**src/design/tsi_pkg.sv**
```systemverilog
// Constants, types and the PEC function shared by the temperature sensor serial slave.
package tsi_pkg;

    localparam logic [6:0]  DEF_SLAVE_ADDR = 7'h48;
    localparam logic [7:0]  PTR_TEMP       = 8'h00;
    localparam logic [7:0]  PTR_CFG        = 8'h01;
    localparam logic [7:0]  PTR_HYST       = 8'h02;
    localparam logic [7:0]  PTR_TOS        = 8'h03;
    localparam logic [15:0] TEMP_RST       = 16'h0000;
    localparam logic [15:0] CFG_RST        = 16'h0040;
    localparam logic [15:0] HYST_RST       = 16'h4b00;
    localparam logic [15:0] TOS_RST        = 16'h5000;
    localparam int          CFG_PEC_BIT    = 3;
    localparam int          CFG_TMO_BIT    = 4;
    localparam logic [7:0]  CRC_POLY       = 8'h07;
    localparam logic [3:0]  BITS_PER_BYTE  = 4'h8;
    localparam int          SYS_CLK_HZ     = 50_000_000;
    localparam int          TIMEOUT_MS     = 30;
    localparam int          TIMEOUT_CYC    = (SYS_CLK_HZ / 1000) * TIMEOUT_MS;
    localparam int          TMO_W          = 21;

    typedef enum logic [2:0] {
        ST_IDLE = 3'b000,
        ST_RX   = 3'b001,
        ST_ACK  = 3'b010,
        ST_TX   = 3'b011,
        ST_RACK = 3'b100,
        ST_WAIT = 3'b101
    } tsi_state_t;

    typedef enum logic [1:0] {
        BY_ADDR = 2'b00,
        BY_PTR  = 2'b01,
        BY_DATA = 2'b10
    } tsi_byte_t;

    // One byte of the SMBus CRC-8, most significant bit first.
    function automatic logic [7:0] tsi_crc8(input logic [7:0] crc, input logic [7:0] data);
        logic [7:0] c;
        c = crc ^ data;
        for (int i = 0; i < 8; i++) begin
            c = c[7] ? ((c << 1) ^ CRC_POLY) : (c << 1);
        end
        return c;
    endfunction

endpackage

```
**src/design/tsi_line_if.sv**
```systemverilog
// Synchronised bus line events passed from the line conditioner to the slave engine.
`timescale 1ns/1ns
interface tsi_line_if;
    logic scl_lvl;
    logic sda_lvl;
    logic scl_rise;
    logic scl_fall;
    logic start;
    logic stop;

    modport src (output scl_lvl, output sda_lvl, output scl_rise, output scl_fall,
                 output start, output stop);
    modport snk (input scl_lvl, input sda_lvl, input scl_rise, input scl_fall,
                 input start, input stop);
endinterface

```
**src/design/tsi_line_sync.sv**
```systemverilog
// Two-stage synchronisers for the bus lines plus edge, START and STOP detection.
`timescale 1ns/1ns
module tsi_line_sync (
    input  wire logic sys_clk, // System clock.
    input  wire logic rst,     // Synchronous reset, active high.
    input  wire logic scl_i,   // Bus clock pin level.
    input  wire logic sda_i,   // Bus data pin level.
    tsi_line_if.src   ln       // Conditioned line events.
);
    logic [2:0] scl_reg;
    logic [2:0] sda_reg;

    always_ff @(posedge sys_clk) begin
        if (rst) begin
            scl_reg <= 3'h7;
            sda_reg <= 3'h7;
        end else begin
            scl_reg <= {scl_reg[1:0], scl_i};
            sda_reg <= {sda_reg[1:0], sda_i};
        end
    end

    // Only stages 1 and 2 are looked at; stage 0 feeds stage 1 alone.
    assign ln.scl_lvl  = scl_reg[1];
    assign ln.sda_lvl  = sda_reg[1];
    assign ln.scl_rise = scl_reg[1] & ~scl_reg[2];
    assign ln.scl_fall = ~scl_reg[1] & scl_reg[2];
    assign ln.start    = scl_reg[1] & scl_reg[2] & sda_reg[2] & ~sda_reg[1];
    assign ln.stop     = scl_reg[1] & scl_reg[2] & ~sda_reg[2] & sda_reg[1];
endmodule

```
**src/design/tsi_slave.sv**
```systemverilog
// Two-wire serial slave of the temperature sensor with PEC, read freeze and bus timeout.
`timescale 1ns/1ns
module tsi_slave
    import tsi_pkg::*;
#(
    parameter logic [6:0] SLAVE_ADDR  = tsi_pkg::DEF_SLAVE_ADDR,
    parameter int         TMO_CYCLES  = tsi_pkg::TIMEOUT_CYC
) (
    input  wire logic        sys_clk,    // System clock, 50 MHz.
    input  wire logic        rst,        // Synchronous reset, active high.
    input  wire logic        scl_i,      // Bus clock pin.
    input  wire logic        sda_i,      // Bus data pin level.
    output logic             sda_o,      // Bus data drive value, always low.
    output logic             sda_oe,     // High while pulling the data line low.
    input  wire logic        meas_valid, // One-cycle strobe of a new measurement.
    input  wire logic [15:0] meas_data,  // New measurement word.
    output logic [15:0]      temp_o,     // Temperature register.
    output logic [15:0]      cfg_o,      // Configuration register.
    output logic [15:0]      hyst_o,     // Hysteresis threshold register.
    output logic [15:0]      tos_o       // Over-temperature threshold register.
);
    import tsi_pkg::*;

    tsi_line_if ln ();

    tsi_line_sync u_sync (
        .sys_clk (sys_clk),
        .rst     (rst),
        .scl_i   (scl_i),
        .sda_i   (sda_i),
        .ln      (ln.src)
    );

    tsi_state_t       state_reg,   state_next;
    tsi_byte_t        kind_reg,    kind_next;
    logic [3:0]       bit_reg,     bit_next;
    logic [7:0]       sh_reg,      sh_next;
    logic             rw_reg,      rw_next;
    logic [7:0]       ptr_reg,     ptr_next;
    logic [1:0]       wph_reg,     wph_next;
    logic [1:0]       rph_reg,     rph_next;
    logic [7:0]       hi_reg,      hi_next;
    logic [7:0]       lo_reg,      lo_next;
    logic [7:0]       crc_reg,     crc_next;
    logic             txn_reg,     txn_next;
    logic [15:0]      pend_reg,    pend_next;
    logic             pok_reg,     pok_next;
    logic             pbad_reg,    pbad_next;
    logic [15:0]      rdw_reg,     rdw_next;
    logic             frz_reg,     frz_next;
    logic             mpend_reg,   mpend_next;
    logic [15:0]      mword_reg,   mword_next;
    logic [TMO_W-1:0] tmo_reg,     tmo_next;
    logic             oe_reg,      oe_next;
    logic [15:0]      temp_reg,    temp_next;
    logic [15:0]      cfg_reg,     cfg_next;
    logic [15:0]      hyst_reg,    hyst_next;
    logic [15:0]      tos_reg,     tos_next;
    logic             do_wr;
    logic [15:0]      wr_word;
    logic             load_tx;

    wire        pec_en    = cfg_reg[CFG_PEC_BIT];
    wire        tmo_en    = ~cfg_reg[CFG_TMO_BIT];
    wire        tmo_hit   = tmo_en && (tmo_reg == TMO_W'(TMO_CYCLES - 1));
    wire        byte_done = ln.scl_fall && (bit_reg == BITS_PER_BYTE);
    wire        addr_hit  = (sh_reg[7:1] == SLAVE_ADDR);
    wire [7:0]  crc_rx    = tsi_crc8(crc_reg, sh_reg);
    wire [15:0] sel_word  = (ptr_reg == PTR_TEMP) ? temp_reg :
                            (ptr_reg == PTR_CFG)  ? cfg_reg  :
                            (ptr_reg == PTR_HYST) ? hyst_reg :
                            (ptr_reg == PTR_TOS)  ? tos_reg  : 16'h0000;
    wire [7:0]  tx_byte   = (rph_reg == 2'h0) ? rdw_reg[15:8] :
                            (rph_reg == 2'h1) ? rdw_reg[7:0]  : crc_reg;
    // PEC writes are kept only when every group checked and the last group closed.
    wire        pec_commit = pec_en && pok_reg && !pbad_reg && (wph_reg == 2'h0)
                             && (state_reg != ST_WAIT);

    always_comb begin
        state_next = state_reg;
        kind_next  = kind_reg;
        bit_next   = bit_reg;
        sh_next    = sh_reg;
        rw_next    = rw_reg;
        ptr_next   = ptr_reg;
        wph_next   = wph_reg;
        rph_next   = rph_reg;
        hi_next    = hi_reg;
        lo_next    = lo_reg;
        crc_next   = crc_reg;
        txn_next   = txn_reg;
        pend_next  = pend_reg;
        pok_next   = pok_reg;
        pbad_next  = pbad_reg;
        rdw_next   = rdw_reg;
        frz_next   = frz_reg;
        oe_next    = oe_reg;
        do_wr      = 1'b0;
        wr_word    = {hi_reg, lo_reg};
        load_tx    = 1'b0;
        if (tmo_hit) begin
            state_next = ST_IDLE;
            oe_next    = 1'b0;
            txn_next   = 1'b0;
            frz_next   = 1'b0;
            // A later STOP must not commit a group checked before the timeout.
            pok_next   = 1'b0;
        end else if (ln.start) begin
            state_next = ST_RX;
            kind_next  = BY_ADDR;
            bit_next   = 4'h0;
            oe_next    = 1'b0;
            frz_next   = 1'b0;
            wph_next   = 2'h0;
            pok_next   = 1'b0;
            pbad_next  = 1'b0;
            txn_next   = 1'b1;
            if (!txn_reg) begin
                crc_next = 8'h00;
            end
        end else if (ln.stop) begin
            state_next = ST_IDLE;
            oe_next    = 1'b0;
            txn_next   = 1'b0;
            frz_next   = 1'b0;
            if (pec_commit) begin
                do_wr   = 1'b1;
                wr_word = pend_reg;
            end
        end else begin
            case (state_reg)
                ST_RX: begin
                    if (ln.scl_rise) begin
                        sh_next  = {sh_reg[6:0], ln.sda_lvl};
                        bit_next = bit_reg + 4'h1;
                    end else if (byte_done) begin
                        bit_next   = 4'h0;
                        crc_next   = crc_rx;
                        state_next = ST_ACK;
                        oe_next    = 1'b1;
                        case (kind_reg)
                            BY_ADDR: begin
                                rw_next  = sh_reg[0];
                                rph_next = 2'h0;
                                rdw_next = sel_word;
                                if (!addr_hit) begin
                                    state_next = ST_WAIT;
                                    oe_next    = 1'b0;
                                end else if (sh_reg[0] && ptr_reg == PTR_TEMP) begin
                                    frz_next = 1'b1;
                                end
                                if (!sh_reg[0]) begin
                                    kind_next = BY_PTR;
                                end
                            end
                            BY_PTR: begin
                                ptr_next  = sh_reg;
                                kind_next = BY_DATA;
                            end
                            default: begin
                                if (wph_reg == 2'h0) begin
                                    hi_next  = sh_reg;
                                    wph_next = 2'h1;
                                end else if (wph_reg == 2'h1) begin
                                    lo_next  = sh_reg;
                                    wph_next = pec_en ? 2'h2 : 2'h0;
                                    if (!pec_en) begin
                                        do_wr   = 1'b1;
                                        wr_word = {hi_reg, sh_reg};
                                    end
                                end else begin
                                    wph_next = 2'h0;
                                    if (sh_reg == crc_reg) begin
                                        pend_next = {hi_reg, lo_reg};
                                        pok_next  = 1'b1;
                                    end else begin
                                        pbad_next = 1'b1;
                                    end
                                end
                            end
                        endcase
                    end
                end
                ST_ACK: begin
                    if (ln.scl_fall) begin
                        if (rw_reg) begin
                            load_tx = 1'b1;
                        end else begin
                            state_next = ST_RX;
                            oe_next    = 1'b0;
                        end
                    end
                end
                ST_TX: begin
                    if (ln.scl_fall) begin
                        if (bit_reg == 4'h7) begin
                            state_next = ST_RACK;
                            oe_next    = 1'b0;
                        end else begin
                            sh_next  = {sh_reg[6:0], 1'b0};
                            oe_next  = ~sh_reg[6];
                            bit_next = bit_reg + 4'h1;
                        end
                    end
                end
                ST_RACK: begin
                    if (ln.scl_rise && ln.sda_lvl) begin
                        state_next = ST_WAIT;
                        frz_next   = 1'b0;
                    end else if (ln.scl_fall) begin
                        load_tx = 1'b1;
                    end
                end
                default: begin
                    state_next = state_reg;
                end
            endcase
            if (load_tx) begin
                state_next = ST_TX;
                sh_next    = tx_byte;
                oe_next    = ~tx_byte[7];
                bit_next   = 4'h0;
                crc_next   = tsi_crc8(crc_reg, tx_byte);
                rph_next   = (rph_reg == 2'h1 && pec_en) ? 2'h2 : (rph_reg == 2'h0) ? 2'h1 : 2'h0;
            end
        end
    end

    always_comb begin
        cfg_next   = cfg_reg;
        hyst_next  = hyst_reg;
        tos_next   = tos_reg;
        temp_next  = temp_reg;
        mword_next = mword_reg;
        mpend_next = mpend_reg;
        if (do_wr && ptr_reg == PTR_CFG) begin
            cfg_next = wr_word;
        end
        if (do_wr && ptr_reg == PTR_HYST) begin
            hyst_next = wr_word;
        end
        if (do_wr && ptr_reg == PTR_TOS) begin
            tos_next = wr_word;
        end
        if (mpend_reg && !frz_reg) begin
            temp_next  = mword_reg;
            mpend_next = 1'b0;
        end
        if (meas_valid) begin
            mword_next = meas_data;
            mpend_next = 1'b1;
        end
        if (ln.scl_lvl || !tmo_en) begin
            tmo_next = '0;
        end else if (tmo_reg == TMO_W'(TMO_CYCLES)) begin
            tmo_next = tmo_reg;
        end else begin
            tmo_next = tmo_reg + TMO_W'(1);
        end
    end

    always_ff @(posedge sys_clk) begin
        if (rst) begin
            state_reg <= ST_IDLE;
            kind_reg  <= BY_ADDR;
            bit_reg   <= 4'h0;
            sh_reg    <= 8'h00;
            rw_reg    <= 1'b0;
            ptr_reg   <= PTR_TEMP;
            wph_reg   <= 2'h0;
            rph_reg   <= 2'h0;
            hi_reg    <= 8'h00;
            lo_reg    <= 8'h00;
            crc_reg   <= 8'h00;
            txn_reg   <= 1'b0;
            pend_reg  <= 16'h0000;
            pok_reg   <= 1'b0;
            pbad_reg  <= 1'b0;
            rdw_reg   <= 16'h0000;
            frz_reg   <= 1'b0;
            oe_reg    <= 1'b0;
        end else begin
            state_reg <= state_next;
            kind_reg  <= kind_next;
            bit_reg   <= bit_next;
            sh_reg    <= sh_next;
            rw_reg    <= rw_next;
            ptr_reg   <= ptr_next;
            wph_reg   <= wph_next;
            rph_reg   <= rph_next;
            hi_reg    <= hi_next;
            lo_reg    <= lo_next;
            crc_reg   <= crc_next;
            txn_reg   <= txn_next;
            pend_reg  <= pend_next;
            pok_reg   <= pok_next;
            pbad_reg  <= pbad_next;
            rdw_reg   <= rdw_next;
            frz_reg   <= frz_next;
            oe_reg    <= oe_next;
        end
    end

    always_ff @(posedge sys_clk) begin
        if (rst) begin
            temp_reg  <= TEMP_RST;
            cfg_reg   <= CFG_RST;
            hyst_reg  <= HYST_RST;
            tos_reg   <= TOS_RST;
            mword_reg <= TEMP_RST;
            mpend_reg <= 1'b0;
            tmo_reg   <= '0;
        end else begin
            temp_reg  <= temp_next;
            cfg_reg   <= cfg_next;
            hyst_reg  <= hyst_next;
            tos_reg   <= tos_next;
            mword_reg <= mword_next;
            mpend_reg <= mpend_next;
            tmo_reg   <= tmo_next;
        end
    end

    assign sda_o  = 1'b0;
    assign sda_oe = oe_reg;
    assign temp_o = temp_reg;
    assign cfg_o  = cfg_reg;
    assign hyst_o = hyst_reg;
    assign tos_o  = tos_reg;
endmodule

```
**config.mk**
```make
export PLATFORM = sky130hd
export DESIGN_NAME = tsi_slave
export DESIGN_NICKNAME = d
export VERILOG_FILES = /design/src/design/tsi_pkg.sv /design/src/design/tsi_line_if.sv /design/src/design/tsi_line_sync.sv /design/src/design/tsi_slave.sv
export SDC_FILE = /design/constraint.sdc
export NUM_CORES = 1
export LEC_CHECK = 0
export BUFFER_PORTS_ARGS = -buffer_cell sky130_fd_sc_hd__buf_2
export CAP_MARGIN = 10
export CELL_PAD_IN_SITES_DETAIL_PLACEMENT = 0
export CELL_PAD_IN_SITES_GLOBAL_PLACEMENT = 1
export CORE_AREA = 3 3 145 175
export DETAILED_ROUTE_END_ITERATION = 12
export DIE_AREA = 0 0 148 178
export PLACE_DENSITY_LB_ADDON = 0.1
export SLEW_MARGIN = 20
export SYNTH_ARGS = -nofsm -noshare
export SYNTH_HDL_FRONTEND = slang
export SYNTH_SLANG_ARGS = --single-unit
```
**constraint.sdc**
```tcl
create_clock -name sys_clk -period 5.35 [get_ports sys_clk]
set_input_delay 0.535 -clock sys_clk [delete_from_list [all_inputs] [get_ports sys_clk]]
set_output_delay 0.535 -clock sys_clk [all_outputs]
set_load 0.03 [all_outputs]
```
=== Yosys cells after proc, flatten, opt, wreduce, memory -nomap -nowiden ===
Cells that the tools add are included.

* Add/subtract/negate cells: 2
* Multiplexer cells: 138
* Bitwise operators: 39
* Reductions and logical operators: 61
* Eq/ne operators: 56

{| class="wikitable"
|+ Operators by type and width
! kind !! count
|-
| $mux W8 || 20
|-
| $mux W16 || 8
|-
| $mux W3 || 25
|-
| $mux W1 || 49
|-
| $not A3 Y3 || 16
|-
| $mux W2 || 22
|-
| $eq A21 B21 Y1 const B || 2
|-
| $reduce_and A7 Y1 || 6
|-
| $ne A5 B5 Y1 const B || 8
|-
| $reduce_and A8 Y1 || 5
|-
| $ne A3 B3 Y1 const B || 11
|-
| $mux W4 || 7
|-
| $ne A2 B2 Y1 const B || 14
|-
| $reduce_and A6 Y1 || 4
|-
| $add A21 B1 Y21 const B || 1
|-
| $reduce_and A9 Y1 || 2
|-
| $eq A8 B2 Y1 const B || 2
|-
| $pmux W8 S2 || 1
|-
| $reduce_bool A2 Y1 || 8
|-
| $xor A8 B8 Y8 || 2
|-
| $not A1 Y1 || 14
|-
| $logic_and A1 B1 Y1 || 13
|-
| $pmux W3 S4 || 1
|-
| $reduce_bool A3 Y1 || 4
|-
| other kinds (30) || 51
|}

* Output and inout bits: 66
* Flip-flop bits (word level): 199
* Bits of input ports: 21
* Logic and storage cells: 325

=== Depth between registers and ports, before layout ===
Gate-level depths: netlist of the first run.

* Depth after elaboration: 23
* Gate-level depth with buffers: 10
* Gate-level depth less buffers: 8

=== By module ===
From an unflattened synthesis of the first run, not the netlist that was laid out.

* Cells, all modules: 1131
* Area, all modules: 9517.9 µm²

{| class="wikitable"
|+ Modules (own cells, without submodules)
! module !! area each (µm²) !! cells each !! instances !! sequential area each (µm²)
|-
| tsi_slave || 9327.7 || 1115 || 1 || 3863.7
|-
| tsi_line_sync || 190.2 || 16 || 1 || 120.1
|}

=== Worst setup path after synthesis of the first run ===
Ideal clock, no wire load.

* Kind: reg2reg
* Start point: register u_sync.scl_reg[2]
* End point: register hyst_reg[11] (netlist: hyst_o[11])
* Data arrival time: 2.186 ns
* Cell stages (with the launch flop): 9
* Clock period less this slack: 2.306 ns
* Slack: 3.044 ns
* Required time: 5.230 ns
* Path buffers: 2
* Library setup time: 0.120 ns
* Cell sequence: dfxtp_1 -> and4b_1 -> buf_4 -> o2111a_1 -> buf_2 -> a21boi_4 -> mux2_4 -> nor2b_1 -> a211o_1

* Cells in the longest elaborated chain, start to end: 9
* Elaborated cells on any way between the ends: 19
* Those cells by class: mux: 9; bitwise: 8; reduce/logical: 2

{| class="wikitable"
|+ Ends and longest elaborated chain
! item !! RTL line !! RTL
|-
| start, declared || tsi_line_sync.sv:10 || <nowiki>logic [2:0] scl_reg;</nowiki>
|-
| start signal, assigned || tsi_line_sync.sv:18 || <nowiki>scl_reg <= {scl_reg[1:0], scl_i};</nowiki>
|-
| $and A1 B1 Y1 || tsi_line_sync.sv:27 || <nowiki>assign ln.scl_fall = ~scl_reg[1] & scl_reg[2];</nowiki>
|-
| $logic_and A1 B1 Y1 || tsi_slave.sv:66 || <nowiki>wire byte_done = ln.scl_fall && (bit_reg == BITS_PER_BYTE);</nowiki>
|-
| $mux W1 || tsi_slave.sv:136 || <nowiki>end else if (byte_done) begin</nowiki>
|-
| $mux W1 || tsi_slave.sv:133 || <nowiki>if (ln.scl_rise) begin</nowiki>
|-
| $mux W1 || tsi_slave.sv:131 || <nowiki>case (state_reg)</nowiki>
|-
| $mux W1 || tsi_slave.sv:121 || <nowiki>end else if (ln.stop) begin</nowiki>
|-
| $mux W1 || tsi_slave.sv:108 || <nowiki>end else if (ln.start) begin</nowiki>
|-
| $mux W1 || tsi_slave.sv:101 || <nowiki>if (tmo_hit) begin</nowiki>
|-
| $logic_and A1 B1 Y1 || tsi_slave.sv:239 || <nowiki>if (do_wr && ptr_reg == PTR_HYST) begin</nowiki>
|-
| end signal, assigned || tsi_slave.sv:316 || <nowiki>hyst_reg <= hyst_next;</nowiki>
|-
| end, declared || tsi_slave.sv:57 || <nowiki>logic [15:0] hyst_reg, hyst_next;</nowiki>
|}

Several ways; a longest one is shown, not always the timed one.
A chain may end at the register's enable or synchronous reset.

=== Final worst setup path of the first run ===
* Start point: register tmo_reg[17]
* End point: register hyst_reg[9] (netlist: hyst_o[9])

* Cells in the longest elaborated chain, start to end: 4
* Elaborated cells on any way between the ends: 5
* Those cells by class: eq/ne: 1; mux: 2; reduce/logical: 2

{| class="wikitable"
|+ Ends and longest elaborated chain
! item !! RTL line !! RTL
|-
| start, declared || tsi_slave.sv:53 || <nowiki>logic [TMO_W-1:0] tmo_reg, tmo_next;</nowiki>
|-
| start signal, assigned || tsi_slave.sv:320 || <nowiki>tmo_reg <= tmo_next;</nowiki>
|-
| $eq A21 B21 Y1 (*) || tsi_slave.sv:65 || <nowiki>wire tmo_hit = tmo_en && (tmo_reg == TMO_W'(TMO_CYCLES - 1));</nowiki>
|-
| $logic_and A1 B1 Y1 (*) || tsi_slave.sv:65 ||
|-
| $mux W1 || tsi_slave.sv:101 ||
|-
| $logic_and A1 B1 Y1 || tsi_slave.sv:239 ||
|}

Mark *: on every way between the ends. The rest lies on a longest branch, timed or not.

==> out/metrics.cfg, run 1 <==
[route]
detail-route-antenna-nets = 0
vias_per_cell = 5.36
first_pass_iters = 5
drt-total-wl_um = 27600
vias = 7676
drt_iter0_markers = 451
drcViolationCount = 0
wl_per_cell_um = 19.3

[floorplanning]
die_h_um = 178
die_w_um = 148
ioPinCount = 87
rows = 62
start_util = 0.394
die_area_um2 = 26300
coreArea_um2 = 23900

[synth]
synth_edf_count = 0
postSynth.asyncResetShare = 0
synth_nets = 1087
synth_cell_types = 75
synth_warnings = 0
synthesis.instances = 1059
avgSynthCellArea_um2 = 8.89
synth_top_area_cell = dfxtp_1
synth-seq-cells = 199
synth_ff_type = dfxtp_1
seq_area_frac_synth = 0.423
synthTopCellsByArea = dfxtp_1 (42%), mux2i_1 (7.8%), nand2_1 (6.1%), nor2_1 (5.7%), a21oi_1 (4.5%)
yosysTopAreaCellShare = 0.423
synth_area_um2 = 9420

[clocking]
root_buffer = clkbuf_16
cts_sinks = 199
post_cts_buffers = 0
cts-buffers-inserted = 17
clk_latency_ps = 440
cts_max_level = 4
tritoncts = built
cts_buffer_depth = 2
cts_resized = 0
hold_buffers = 0
clkTransAtPathRegs_ps = 80

[timing]
hold_viol_final = 0
finalSetupTns_ps = 0
finalSetupViolations = 0
max_freq_mhz = 317
drv_slew = 0
min_period_ps = 3160
worst_slew_pin_slew_ps = 956
relSlewSlack = 0.354
finClkSkew_ps = 16.7
rsz0062_at_grt = false
post-route-period-util = 0.590

[placement]
port_buffers = 85
place_congestion = 0.854
place_hpwl_um = 19200

[global_routing]
overflow = 0
grt_first_pass_wirelength_um = 43900
grt_max_degree = 108
grt_pass1_vias = 7619
grt_use_total = 0.213
antenna_found_initial = 0

[run_status]
status = completed

[critical_path]
end_kind = flop
path_class = flop to flop
critPathLaunchType = flop
worst_ep_required_time_ps = 5680
crit_arrival_ps = 3490
crit_fanout = 26
max_stage_delay_ps = 770
reg2reg_slack_ps = 2190
cp_cell_sequence = or4bb_1, nor4_4, a21o_1, buf_4, or4_1, nor2b_1, a211o_1
critPathTopFamily = simple AND/OR/NAND/NOR gates
critPathSlowestCell = or4_1
cp_num_buf_inv = 1

[final_layout]
nNetsFinal = 1128
largest_reg_flops = 21
antenna_cells = 0
fin_util = 0.444
area_growth_pct = 12.6
drive_gt1_frac = 0.166

[min_path]
hp-class = input pin to flop

[power]
combPwrFrac = 0.048
power_density_nw_per_um2 = 281
p_leak_nw = 3.78
seq_power_share = 0.512
clockPowerShare = 0.441
power.internal_mw = 2.18
swShare = 0.266
ir_drop_mv = 0.201
p_sw_mw = 0.791

[run]
maxCapViolations = 0

-- area by class of cell --
cell class                 count  area [um2]
clock inverter                15         179
clock buffer                  17         425
inverter                      14        52.6
multi-input combinational    770        5030
tap                          320         400
sequential                   199        3980
fill                        2479       13300
timing repair buffer          98         529
-- path summary, 6_finish.rpt --
check	start	endpoint	depth (start not counted)
max	tmo_reg[17]	hyst_o[9]	7
min	scl_i	u_sync.scl_reg[0]	2
max reg2reg	tmo_reg[17]	hyst_o[9]	7
min reg2reg	u_sync.scl_reg[0]	u_sync.scl_reg[1]	1
-- cell usage in the layout, fill, tap and decap left out, types with 16 or more instances in the layout --
master / netlist / final
dfxtp_1: 199 / 199
nand3_1: 30 / 30
nor2_1: 143 / 143
mux2i_1: 73 / 73
o21ai_0: 19 / 19
buf_2: 12 / 84
xnor2_1: 34 / 34
xor2_1: 20 / 20
nand2_1: 152 / 152
mux4_2: 16 / 16
clkbuf_16: 0 / 17
a21oi_1: 85 / 85
-- worst reg2reg max path: stages (launching register included) --
cell	delay, ps
dfxtp_1	410
or4bb_1	550
nor4_4	440
a21o_1	170
buf_4	310
or4_1	780
nor2b_1	120
a211o_1	290
-- cells by family (layout without fill, tap and decap cells) --
kind of cell,count (synthesis),in the layout,synth area share
other,1,1,0.000398
and+or+nand+nor,431,431,0.218
buffers and inverters,90,144,0.0454
xor gates and xnor gates,56,56,0.0550
AOI/OAI and AO/OA,177,177,0.121
muxes,98,98,0.128
adders and majority gates,7,7,0.00930
DFF,199,199,0.423
-- power groups by stage --
stage / logic, mW / clock network, mW / registers (mW)
final: 0.142 / 1.31 / 1.52
after global routing: 0.159 / 1.40 / 1.52
after CTS: 0.143 / 1.34 / 1.52
after detailed placement: 0.143 / 0 / 1.56
after global placement: 0.143 / 0 / 1.56
after floorplan: 0.110 / 0 / 1.55
-- cells in the mapped netlist, drive strengths merged (3+ instances only) --
master and number:
nor4b 4, and2 4, or4 4, clkbuf 47
nand2b 13, a21o 4, nor4 5, nor2 144
o21ai 19, dfxtp 199, nor2b 6, nand3 30
or2 6, a311oi 8, buf 29, mux4 16
xor2 20, a211o 7, xnor2 34, and3 7
nand4 6, nor3 21, a22oi 9, mux2 9
ha 7, or4b 3, nand3b 6, mux2i 73
nand2 152, o22ai 3, or3 9, a32oi 8
inv 14, a211oi 10, a21oi 88
-- through the flow --
step | instance area [um2] | instances | setup slack, ps | power, mW | hold WS (ps)
finish | 10600 | 1433 | 2190 | 2.97 | 283
global route | 10600 | 1433 | 2010 | 3.09 | 274
CTS | 10600 | 1433 | 2180 | 3.01 | 267
detailed placement | 9990 | 1401 | 2210 | 1.70 | 421
global placement | 9990 | 1401 | 2270 | 1.70 | 426
floorplan | 9420 | 1059 | 3040 | 1.66 | 389
-- routing by layer --
metal  wire length [um]  up-vias  GRT usage
met2              13600      169      0.370
met3               1140       38     0.0381
met4                713        0     0.0697
met5                  0        -          0
li1                   -     3763          -
met1              12100     3706      0.268
(Power assumes the default switching activity.)
==> run 2: changes to the inputs <==
- clock period: 5.35 -> 3.15 ns (I/O delays scaled with it)
==> run 2 against run 1 <==
Maximum frequency is 17% higher. Worst setup slack worse by 1700 ps. Final cell count is 1.8% higher. Largest cell class unchanged. First-iteration DRC count is 17% lower. Critical path type unchanged.
==> out/metrics.cfg, run 2 (synthesis gave the netlist of run 1 again) <==
[run_status]
status = completed

[route]
wl_per_cell_um = 19.0  ; -1.5%
detail-route-antenna-nets = 0  ; unchanged
vias_per_cell = 5.30  ; -1.1%
drt_iter0_markers = 373  ; -17%
drt-total-wl_um = 27700  ; +0.25%
vias = 7727  ; +0.66%
first_pass_iters = 5  ; unchanged
drcViolationCount = 0  ; unchanged

[critical_path]
critPathLaunchType = flop
reg2reg_slack_ps = 450  ; -1740 ps
crit_fanout = 13  ; -50%
r2r-end = cfg_o[12]
end_kind = flop
rr_worst_depth = 6  ; -1
path_class = flop to flop
r2r_start = tmo_reg[7]
worst_ep_required_time_ps = 3500  ; -2180 ps
crit_arrival_ps = 3050  ; -440 ps

[min_path]
holdPathStages = 2  ; unchanged
hp-class = input pin to flop
hold_end = u_sync.sda_reg[0]
worstHoldStart = sda_i

[clocking]
tritoncts = built
root_buffer = clkbuf_16
cts_max_level = 4  ; unchanged
cts_buffer_depth = 2  ; unchanged
clk_latency_ps = 430  ; about the same
hold_buffers = 0  ; unchanged
cts-buffers-inserted = 17  ; unchanged
cts_resized = 0  ; unchanged
post_cts_buffers = 0  ; unchanged
cts_sinks = 199  ; unchanged
clkTransAtPathRegs_ps = 70  ; about the same

[timing]
rsz0062_at_grt = false
max_freq_mhz = 371  ; +17%
relSlewSlack = 0.398  ; +0.0443
finalSetupViolations = 0  ; unchanged
finalSetupTns_ps = 0  ; unchanged
finClkSkew_ps = 8.75  ; -7.91 ps
worst_slack_ps = 451  ; -1740 ps
post-route-period-util = 0.857  ; +0.266
min_period_ps = 2700  ; -459 ps
worst_slew_pin_slew_ps = 901  ; -55.2 ps
holdWs_ps = 65.5  ; -217 ps
drv_slew = 0  ; unchanged
hold_viol_final = 0  ; unchanged

[power]
ir_drop_mv = 0.344  ; +71%
power_density_nw_per_um2 = 479  ; +71%
p_total_mw = 5.17  ; +74%
p_leak_nw = 3.92  ; +3.8%

[placement]
place_hpwl_um = 19700  ; +2.6%
place_congestion = 0.824  ; -3.5%
port_buffers = 85  ; unchanged
dp_slack_ps = 503  ; -1710 ps

[global_routing]
grt_first_pass_wirelength_um = 43500  ; -0.96%
grt_pass1_vias = 7607  ; -0.16%
grt_max_degree = 122  ; +13%
overflow = 0  ; unchanged
grt_use_total = 0.212  ; -0.000992
antenna_found_initial = 0  ; unchanged

[final_layout]
largest_reg_flops = 21  ; unchanged
antenna_cells = 0  ; unchanged
fin_util = 0.452  ; +0.00869
final_cell_mix = dfxtp_1 (199), nand2_1 (152), nor2_1 (143)
area_growth_pct = 14.8
drive_gt1_frac = 0.182  ; +0.0155
nNetsFinal = 1154  ; +2.3%
nFillCells = 2427  ; -2.1%
layout_commonest_cell = dfxtp_1

[run]
maxCapViolations = 0  ; unchanged

[floorplanning]
die_area_um2 = 26300  ; unchanged
coreArea_um2 = 23900  ; unchanged
die_w_um = 148  ; unchanged
die_h_um = 178  ; unchanged
ioPinCount = 87  ; unchanged
rows = 62  ; unchanged
start_util = 0.394  ; unchanged

-- run 2: cell count changes in the layout (fill, tap and decap cells not counted), moves of 3 or more --
cell,before,now
inv_8,3,0
clkinv_8,5,0
bufinv_16,0,4
clkinvlp_4,1,4
buf_4,13,38
-- run 2: where the power goes --
part	leakage [nW]	internal [mW]	switching, mW	total, mW
registers	1.61	2.54	0.0371	2.58
clock network	0.292	1.35	0.986	2.34
logic	2.02	0.0949	0.162	0.257
-- run 2: worst max-delay path by stage --
stage / from / end / slack, ps / depth (start not counted)
floorplan: u_sync.scl_reg[2] / hyst_o[11] / 840 / 8
global placement: tmo_reg[7] / cfg_o[3] / 540 / 6
detailed placement: tmo_reg[7] / wph_reg[1] / 500 / 8
CTS: tmo_reg[7] / cfg_o[12] / 460 / 6
global route: tmo_reg[17] / cfg_o[7] / 290 / 6
finish: tmo_reg[7] / cfg_o[12] / 450 / 6
-- run 2: worst max-delay path, stage by stage, from the launching register on --
cell	delay (ps)
dfxtp_1	350
or4b_4	550
nor4_4	530
a21o_1	310
or3_1	590
nand2_1	130
a21oi_1	150
-- run 2: layer usage --
metal,GRT usage,vias to the layer above,wire (um)
li1,-,3803,-
met1,0.276,3724,12400
met2,0.353,164,13600
met3,0.0366,36,1000
met4,0.0786,0,740
met5,0,-,0
-- run 2: through the flow --
stage | cell area, um2 | cells
3_3_place_gp | 10200 | 1427
5_1_grt | 10800 | 1459
6_report | 10800 | 1459
2_1_floorplan | 9420 | 1059
4_1_cts | 10800 | 1459
3_5_place_dp | 10200 | 1427
-- run 2: final cells by class --
cell class	count	area, um2	area share
Clock inverter	12	174	0.0161
Inverter	14	52.6	0.00486
Tap cell	320	400	0.0370
Sequential cell	199	3980	0.369
Multi-Input combinational cell	770	5020	0.464
Clock buffer	20	447	0.0413
Timing Repair Buffer	124	737	0.0682
